### config.mk
export PLATFORM = sky130hd
export DESIGN_NAME = mrc_reset_ctrl
export DESIGN_NICKNAME = d
export VERILOG_FILES = /design/src/rtl/mrc_pkg.sv /design/src/rtl/mrc_reset_ctrl.sv /design/src/rtl/mrc_sync.sv
export SDC_FILE = /design/constraint.sdc
export NUM_CORES = 1
export LEC_CHECK = 0
export ABC_AREA = 0
export ABC_CLOCK_PERIOD_IN_PS = 1900
export BUFFER_PORTS_ARGS = -buffer_cell sky130_fd_sc_hd__buf_2
export CORE_ASPECT_RATIO = 0.7
export CORE_MARGIN = 10
export CORE_UTILIZATION = 45
export DETAILED_ROUTE_END_ITERATION = 10
export PLACE_DENSITY = 0.71
export SYNTH_ARGS = -nofsm -noshare
export SYNTH_HDL_FRONTEND = slang
export SYNTH_SLANG_ARGS = --single-unit
### constraint.sdc
create_clock -name clk -period 1.9 [get_ports clk]
set_input_delay 0.38 -clock clk [delete_from_list [all_inputs] [get_ports clk]]
set_output_delay 0.38 -clock clk [all_outputs]
set_load 0.05 [all_outputs]
### src/rtl/mrc_pkg.sv
// mrc_pkg: constants shared by the reset controller files
package mrc_pkg;
  // power-up stabilization delay in bus cycles
  localparam int MRC_POR_DELAY_CYC = 4064;
  // pulldown pulse: 3 to 4 bus cycles, we hold 4
  localparam int MRC_PD_MIN_CYC = 3;
  localparam int MRC_PD_HOLD_CYC = 4;
  // external pin low time, printed as 1.5 bus cycles (in tenths)
  localparam int MRC_PIN_LOW_TENTHS = 15;
  // clock period in ns and the derived least pin-low count
  localparam int MRC_CLK_NS = 8;
  localparam int MRC_BUS_NS = 8;
  localparam int MRC_PIN_LOW_CYC = (MRC_PIN_LOW_TENTHS * MRC_BUS_NS + 10 * MRC_CLK_NS - 1)
                                   / (10 * MRC_CLK_NS);
  // legal opcode fetch windows
  localparam logic [15:0] MRC_ROM_LO = 16'h0E00;
  localparam logic [15:0] MRC_ROM_HI = 16'h1DFF;
  localparam logic [15:0] MRC_VEC_LO = 16'h1FF0;
  localparam logic [15:0] MRC_VEC_HI = 16'h1FFF;
  localparam logic [15:0] MRC_RAM_LO = 16'h0020;
  localparam logic [15:0] MRC_RAM_HI = 16'h011F;
  // reset vector location
  localparam logic [15:0] MRC_RESET_VEC = 16'h1FFE;
  // reset values of control bits
  localparam logic MRC_WDOG_EN_RST = 1'b0;
  localparam logic MRC_POR_FLAG_RST = 1'b1;
  // sequencer states
  typedef enum logic [1:0] {MRC_ST_POR, MRC_ST_HOLD, MRC_ST_RUN} mrc_state_t;
endpackage

### src/rtl/mrc_reset_ctrl.sv
// mrc_reset_ctrl: reset source gathering, stabilization delay and pin pulldown
`timescale 1ns/1ps
module mrc_reset_ctrl import mrc_pkg::*; #(
  parameter int POR_DELAY = MRC_POR_DELAY_CYC
) (
  // clock and power-on reset (rstn is the power-on detector)
  input wire logic clk,
  input wire logic rstn,
  // oscillator running indication (asynchronous)
  input wire logic osc_active,
  // reset pin, open drain
  input wire logic rst_pin_i,
  output logic rst_pin_o,
  output logic rst_pin_oe,
  // internal reset causes
  input wire logic wdog_timeout,
  input wire logic low_volt,
  input wire logic fetch_valid,
  input wire logic [15:0] fetch_addr,
  // software access to control bits
  input wire logic por_flag_wr,
  input wire logic por_flag_wdata,
  input wire logic wdog_en_set,
  // outputs toward cpu and peripherals
  output logic sys_rst_n,
  output logic load_vector,
  output logic [15:0] reset_vector,
  output logic por_flag,
  output logic watchdog_enable_bit
);
  localparam int CW = $clog2(POR_DELAY + 1);
  localparam logic [CW-1:0] POR_LAST = CW'(POR_DELAY - 1);
  localparam logic [2:0] PD_LAST = 3'(MRC_PD_HOLD_CYC - 1);

  mrc_state_t state_r, state_nxt;
  logic [CW-1:0] por_cnt_r;
  logic [2:0] pd_cnt_r;
  logic pd_on_r;
  logic sys_rst_n_r;
  logic load_vec_r;
  logic por_flag_r;
  logic wdog_en_r;
  logic illegal_r;
  logic pin_s;
  logic osc_s;
  logic [1:0] pd_tail_r;

  // pin and oscillator pass two flops before any logic
  mrc_sync #(.RST_VAL(1'b1)) u_pin_sync (
    .clk(clk),
    .rstn(rstn),
    .d(rst_pin_i),
    .q(pin_s)
  );
  mrc_sync #(.RST_VAL(1'b0)) u_osc_sync (
    .clk(clk),
    .rstn(rstn),
    .d(osc_active),
    .q(osc_s)
  );

  // decode of the causes; pin low seen while we drive it is our own pulldown
  wire in_rom = (fetch_addr >= MRC_ROM_LO) && (fetch_addr <= MRC_ROM_HI);
  wire in_vec = (fetch_addr >= MRC_VEC_LO) && (fetch_addr <= MRC_VEC_HI);
  wire in_ram = (fetch_addr >= MRC_RAM_LO) && (fetch_addr <= MRC_RAM_HI);
  wire illegal_fetch = fetch_valid && !(in_rom || in_vec || in_ram);
  // a real external low inside the two-cycle tail is only seen once it ends
  wire own_low = pd_on_r || (pd_tail_r != 2'h0);
  wire ext_low = !pin_s && !own_low;
  wire int_cause = (wdog_timeout && wdog_en_r) || low_volt || illegal_r;
  wire pd_done = (pd_cnt_r >= PD_LAST);
  wire any_cause = ext_low || int_cause || pd_on_r;
  wire por_done = osc_s && (por_cnt_r == POR_LAST);

  // illegal fetch captured for one cycle so it acts as a clean cause
  always_ff @(posedge clk or negedge rstn) begin
    if (!rstn) begin
      illegal_r <= 1'b0;
    end else begin
      illegal_r <= illegal_fetch;
    end
  end

  // stabilization counter only advances while the oscillator runs
  always_ff @(posedge clk or negedge rstn) begin
    if (!rstn) begin
      por_cnt_r <= '0;
    end else if (state_r == MRC_ST_POR && osc_s && !por_done) begin
      por_cnt_r <= por_cnt_r + CW'(1);
    end
  end

  // sequencer: power-up delay, hold while causes active, run
  always_comb begin
    state_nxt = state_r;
    unique case (state_r)
      MRC_ST_POR: begin
        if (por_done) begin
          state_nxt = any_cause ? MRC_ST_HOLD : MRC_ST_RUN;
        end
      end
      MRC_ST_HOLD: begin
        if (!any_cause) begin
          state_nxt = MRC_ST_RUN;
        end
      end
      MRC_ST_RUN: begin
        if (any_cause) begin
          state_nxt = MRC_ST_HOLD;
        end
      end
    endcase
  end

  always_ff @(posedge clk or negedge rstn) begin
    if (!rstn) begin
      state_r <= MRC_ST_POR;
    end else begin
      state_r <= state_nxt;
    end
  end

  // pulldown: starts only for internal causes with pin not held low outside;
  // the 4-cycle hold sits inside the 3..4 window and covers sync latency
  always_ff @(posedge clk or negedge rstn) begin
    if (!rstn) begin
      pd_on_r <= 1'b0;
      pd_cnt_r <= '0;
    end else if (!pd_on_r) begin
      if (int_cause && pin_s && state_r != MRC_ST_POR) begin
        pd_on_r <= 1'b1;
        pd_cnt_r <= '0;
      end
    end else if (!pd_done) begin
      pd_cnt_r <= pd_cnt_r + 3'd1;
    end else if (!int_cause) begin
      pd_on_r <= 1'b0;
    end
  end

  // the synchronised pin stays low two edges after our pulldown lets go;
  // this tail keeps that echo from reading as an external reset
  always_ff @(posedge clk or negedge rstn) begin
    if (!rstn) begin
      pd_tail_r <= 2'h0;
    end else begin
      pd_tail_r <= {pd_tail_r[0], pd_on_r};
    end
  end

  // internal reset: asserted at once with power-on, released on the clock
  always_ff @(posedge clk or negedge rstn) begin
    if (!rstn) begin
      sys_rst_n_r <= 1'b0;
      load_vec_r <= 1'b0;
    end else begin
      sys_rst_n_r <= (state_nxt == MRC_ST_RUN) && !any_cause;
      load_vec_r <= !sys_rst_n_r && (state_nxt == MRC_ST_RUN) && !any_cause;
    end
  end

  // power-on flag: set by power-up, software may only clear it
  always_ff @(posedge clk or negedge rstn) begin
    if (!rstn) begin
      por_flag_r <= MRC_POR_FLAG_RST;
    end else if (por_flag_wr && !por_flag_wdata) begin
      por_flag_r <= 1'b0;
    end
  end

  // watchdog enable is sticky; cleared by power-on or external reset only
  always_ff @(posedge clk or negedge rstn) begin
    if (!rstn) begin
      wdog_en_r <= MRC_WDOG_EN_RST;
    end else if (ext_low) begin
      wdog_en_r <= 1'b0;
    end else if (wdog_en_set && sys_rst_n_r) begin
      wdog_en_r <= 1'b1;
    end
  end

  // outputs straight from flops, except reset_vector and rst_pin_o, which are constants
  assign sys_rst_n = sys_rst_n_r;
  assign load_vector = load_vec_r;
  assign reset_vector = MRC_RESET_VEC;
  assign rst_pin_o = 1'b0;
  assign rst_pin_oe = pd_on_r;
  assign por_flag = por_flag_r;
  assign watchdog_enable_bit = wdog_en_r;

  // pulldown lasts at least the minimum once started
  property p_pd_min;
    @(posedge clk) disable iff (!rstn) $rose(pd_on_r) |-> pd_on_r [*3];
  endproperty
  a_pd_min: assert property (p_pd_min) else $error("pulldown too short");

  property p_pd_cause;
    @(posedge clk) disable iff (!rstn) $rose(pd_on_r) |-> $past(int_cause);
  endproperty
  a_pd_cause: assert property (p_pd_cause) else $error("pulldown without cause");

  property p_pd_ext;
    @(posedge clk) disable iff (!rstn) $rose(pd_on_r) |-> $past(pin_s);
  endproperty
  a_pd_ext: assert property (p_pd_ext) else $error("pulldown against external low");

  property p_pd_por;
    @(posedge clk) disable iff (!rstn) (state_r == MRC_ST_POR) |-> !pd_on_r;
  endproperty
  a_pd_por: assert property (p_pd_por) else $error("pulldown during power-up");

  property p_por_hold;
    @(posedge clk) disable iff (!rstn) (state_r == MRC_ST_POR) && !por_done |=> !sys_rst_n_r;
  endproperty
  a_por_hold: assert property (p_por_hold) else $error("released during delay");

  property p_pin_hold;
    @(posedge clk) disable iff (!rstn) ext_low |=> !sys_rst_n_r;
  endproperty
  a_pin_hold: assert property (p_pin_hold) else $error("released while pin low");

  property p_cause_hold;
    @(posedge clk) disable iff (!rstn) int_cause |=> !sys_rst_n_r;
  endproperty
  a_cause_hold: assert property (p_cause_hold) else $error("released with cause");

  property p_flag_noset;
    @(posedge clk) disable iff (!rstn) !por_flag_r |=> !por_flag_r;
  endproperty
  a_flag_noset: assert property (p_flag_noset) else $error("power flag set by sw");

  property p_wdog_sticky;
    @(posedge clk) disable iff (!rstn) (wdog_en_r && !ext_low) |=> wdog_en_r;
  endproperty
  a_wdog_sticky: assert property (p_wdog_sticky) else $error("watchdog disabled");

  property p_illegal;
    @(posedge clk) disable iff (!rstn) illegal_fetch |=> ##1 !sys_rst_n_r;
  endproperty
  a_illegal: assert property (p_illegal) else $error("illegal fetch ignored");

  // counter must not run before the oscillator is seen
  property p_osc_wait;
    @(posedge clk) disable iff (!rstn) ((state_r == MRC_ST_POR) && !osc_s) |=> $stable(por_cnt_r);
  endproperty
  a_osc_wait: assert property (p_osc_wait) else $error("delay counted without osc");

  // pulldown echo on the pin must not clear the watchdog enable
  property p_wdog_echo;
    @(posedge clk) disable iff (!rstn)
      ($fell(pd_on_r) && wdog_en_r) |-> wdog_en_r ##1 wdog_en_r ##1 wdog_en_r;
  endproperty
  a_wdog_echo: assert property (p_wdog_echo) else $error("echo cleared watchdog");

  // vector load is a single pulse that marks the release
  property p_load_pulse;
    @(posedge clk) disable iff (!rstn) load_vec_r |=> !load_vec_r;
  endproperty
  a_load_pulse: assert property (p_load_pulse) else $error("vector load too long");

  property p_load_rel;
    @(posedge clk) disable iff (!rstn) $rose(sys_rst_n_r) |-> load_vec_r;
  endproperty
  a_load_rel: assert property (p_load_rel) else $error("no vector load at release");

  property p_rel_clean;
    @(posedge clk) disable iff (!rstn) $rose(sys_rst_n_r) |-> !$past(any_cause);
  endproperty
  a_rel_clean: assert property (p_rel_clean) else $error("release with cause left");

  // pulldown starts for an internal cause and stops once done and cause gone
  property p_pd_start;
    @(posedge clk) disable iff (!rstn)
      (int_cause && pin_s && !pd_on_r && state_r != MRC_ST_POR) |=> pd_on_r;
  endproperty
  a_pd_start: assert property (p_pd_start) else $error("pulldown not started");

  property p_pd_end;
    @(posedge clk) disable iff (!rstn) (pd_on_r && pd_done && !int_cause) |=> !pd_on_r;
  endproperty
  a_pd_end: assert property (p_pd_end) else $error("pulldown too long");

  property p_no_pd_ext;
    @(posedge clk) disable iff (!rstn) (!pin_s && !pd_on_r) |=> !pd_on_r;
  endproperty
  a_no_pd_ext: assert property (p_no_pd_ext) else $error("pulldown on low pin");

  c_release: cover property (@(posedge clk) disable iff (!rstn) $rose(sys_rst_n_r));
  c_pulldown: cover property (@(posedge clk) disable iff (!rstn) $fell(pd_on_r));
  c_ext: cover property (@(posedge clk) disable iff (!rstn) sys_rst_n_r ##1 ext_low);
  c_por_hold: cover property (@(posedge clk) disable iff (!rstn)
    (state_r == MRC_ST_POR) ##1 (state_r == MRC_ST_HOLD));
  c_illegal: cover property (@(posedge clk) disable iff (!rstn) illegal_r ##1 pd_on_r);
endmodule // mrc_reset_ctrl

### src/rtl/mrc_sync.sv
// mrc_sync: two flip-flop level synchroniser
`timescale 1ns/1ps
module mrc_sync #(
  parameter logic RST_VAL = 1'b1
) (
  // clock and reset
  input wire logic clk,
  input wire logic rstn,
  // level in and synchronised out
  input wire logic d,
  output logic q
);
  logic meta_r;

  // first stage feeds only the second
  always_ff @(posedge clk or negedge rstn) begin
    if (!rstn) begin
      meta_r <= RST_VAL;
      q <= RST_VAL;
    end else begin
      meta_r <= d;
      q <= meta_r;
    end
  end
endmodule // mrc_sync

==> impl_metrics.csv <==
group,metric,value,unit
critical_path,path_cells,"inv_1 > ha_2 > nand2_1 > o32ai_2 > o32ai_2 > a211oi_1",
layout,fin_cells,208,
critical_path,rrSetupSlack,90,ps
critical_path,path_max_fanout,7,
detailed_routing,ant_nets,0,
place,dpl.hpwl,2.33,mm
yosys,syn-instance-count,139,
critical_path,cp_num_buf_inv,1,
clocking,tritoncts,"built",
place,post_dp_cell_area,0.00158,sq mm
sta,drv_slew,0,
detailed_routing,vias,1083,
critical_path,crit_path_end_kind,"flip-flop",
yosys,synth_top_area_share,44.0,%
power_and_ir_drop,vdd_drop_max,0.604,mV
run,maxCapViolCount,0,
layout,drive_above_1_share,25.3,%
place,dp.cells,200,
detailed_routing,firstDrtPassIters,4,
power_and_ir_drop,finalPower,1.64,mW
run_status,outcome,"finished, final reports clean",
global_routing,gr-total-overflow,0,
critical_path,reg2reg_from,"state_r[1]$_DFF_PN0_",
clocking,clk_pin_slew,60,ps
critical_path,rr_worst_depth,6,
sta,fin_crit,1810,ps
critical_path,required,2060,ps
die,fp-row-count,17,
detailed_routing,drtIter0Drc,68,
yosys,yosysWarnings,0,
die,coreArea,0.00315,sq mm
detailed_routing,routed_wl,3.05,mm
global_routing,grt_max_degree,30,
critical_path,crit_path_start_kind,"flip-flop",
global_routing,first_global_vias,1129,
sta,period_share,95.2,%
clocking,ctsHoldBuffers,0,
sta,final.setup_skew,8.37,ps
die,start_util,47.0,%
yosys,synth_largest_area_cell,"dfrtp_1",
yosys,synthArstFlopShare,100,%
clocking,cts_htree_levels,2,
critical_path,crit_type,"flip-flop to flip-flop",
sta,holdWs,107,ps
critical_path,cp_slowest_cell,"dfrtp_1",
sta,setup_viol,0,
critical_path,reg2reg_to,"load_vector$_DFF_PN0_",
global_routing,track_usage,10.6,%
yosys,synth_edf_count,0,
min_path,hp-class,"primary input to async pin",
die,dieArea,0.00602,sq mm
sta,fmax,0.553,GHz
detailed_routing,via_per_inst,5.21,
yosys,syn-cell-area,0.00148,sq mm
yosys,netlist_top_cells_area,"dfrtp_1 (44%), buf_4 (8.6%), xnor2_1 (5.9%)",
place,gp_congestion,0.807,
clocking,cts.sinks,29,
clocking,clockBufferDepth,2,
critical_path,cp_data_arrival_time,1970,ps
critical_path,cp_common_cell,"o32ai_2",
layout,diodes,0,
detailed_routing,drc,0,
clocking,post_cts_buffers,0,
sta,worstMarginPinSlew,677,ps
sta,fin_ws,90.6,ps
power_and_ir_drop,power.density,951,mW/mm^2
critical_path,cpPeakStageDelay,420,ps
critical_path,critPathTopFamily,"compound AO/OA/AOI/OAI gates",
global_routing,grt_pass1_wl,5.00,mm
yosys,ys.flop_type,"dfrtp_1",
detailed_routing,detail_route.wl_per_cell,14.7,um
sta,grt_setup_unrepaired,"yes",
global_routing,antenna_found_initial,0,
yosys,avgSynthCellArea,10.6,sq um
yosys,ys_ff_latch,29,
layout,fillCellCount,256,
sta,hold_violations,0,
clocking,cts_made_buffers,5,
yosys,synth_cell_types,38,
layout,utilization,54.6,%
die,io_pins,48,
sta,slew_headroom,54.5,%
place,dp_slack,119,ps
layout,nets,201,
clocking,clock_latency,280,ps
die,die_y,68.0,um
layout,fin_area,0.00172,sq mm
power_and_ir_drop,p_leak,0.820,nW
clocking,cts_resized,0,
yosys,seq_area_frac_synth,49.3,%
layout,area_growth,16.1,%
place,port_buffers,26,
clocking,cts_root_buf,"clkbuf_8",
die,fp.dieW,88.6,um
layout,final_cell_mix,"dfrtp_1 (26), buf_2 (26), conb_1 (17), nand2_1 (12), xnor2_1 (10)",
sta,fin_setup_tns,0,ps
critical_path,crit_start,"state_r[1]$_DFF_PN0_",
==> report_power, final <==
group / total (mW) / switching (mW) / internal [mW]
clock network: 0.508 / 0.214 / 0.294
registers: 0.758 / 0.0646 / 0.694
logic: 0.369 / 0.254 / 0.115
==> synthesized netlist by cell type, types with 2 or more instances <==
| cell type | number |
|---|---|
| xor2_1 | 3 |
| a21oi_1 | 3 |
| nor2_1 | 4 |
| nand2_1 | 12 |
| mux2_2 | 2 |
| o32ai_1 | 2 |
| ha_1 | 6 |
| conb_1 | 2 |
| buf_4 | 17 |
| a211oi_1 | 3 |
| xnor2_1 | 10 |
| dfstp_2 | 3 |
| inv_1 | 7 |
| nor4_1 | 2 |
| dfrtp_1 | 26 |
| and4_1 | 2 |
| nor3_1 | 5 |
| nand3_1 | 6 |
| nand4_1 | 5 |
==> cell families (layout without fill, tap and decap cells) <==
kind of cell / after synthesis / after routing / synth area share [%]
AND/OR/NAND/NOR: 43 / 43 / 15.2
flip-flops: 29 / 29 / 49.3
buffers and inverters: 25 / 41 / 10.7
AO/OA/AOI/OAI: 19 / 19 / 9.97
XOR/XNOR: 13 / 13 / 7.69
adder cells (fa/ha/maj): 6 / 6 / 5.07
other: 2 / 17 / 0.507
multiplexers: 2 / 2 / 1.52
==> worst max path at each step <==
stage,endpoint,slack [ps],cells after the start
after global routing,load_vector$_DFF_PN0_,-20,5
after CTS,por_cnt_r[1]$_DFFE_PN0P_,100,4
after detailed placement,por_cnt_r[1]$_DFFE_PN0P_,120,4
final,load_vector$_DFF_PN0_,90,6
after floorplan,state_r[0]$_DFF_PN0_,100,5
after global placement,por_cnt_r[1]$_DFFE_PN0P_,130,4
==> routing by layer <==
| metal | vias up | GRT usage, % | routed length, um |
|---|---|---|---|
| met5 | - | 0 | 0 |
| met2 | 39 | 17.0 | 1420 |
| li1 | 516 | - | - |
| met4 | 0 | 6.02 | 75 |
| met1 | 519 | 12.5 | 1350 |
| met3 | 9 | 3.44 | 207 |
==> flip-flops by register name, summed over array words and instances, names as in the netlist <==
name and count:
watchdog_enable_bit 1, sys_rst_n 1, state_r 2, u_osc_sync.meta_r 1
pd_tail_r 2, u_pin_sync.q 1, por_flag 1, rst_pin_oe 1
por_cnt_r 12, u_osc_sync.q 1, u_pin_sync.meta_r 1, load_vector 1
pd_cnt_r 3, illegal_r 1
==> cell type report <==
| cell class | instances | area [sq um] | area share, % |
|---|---|---|---|
| flip-flops and latches | 29 | 729 | 42.4 |
| multi-input cells | 100 | 696 | 40.5 |
| repair buffers | 26 | 130 | 7.57 |
| clock buffers | 8 | 90.1 | 5.24 |
| well taps | 38 | 47.5 | 2.77 |
| inverters | 7 | 26.3 | 1.53 |
No activity file was read; power rests on OpenSTA's default activity.
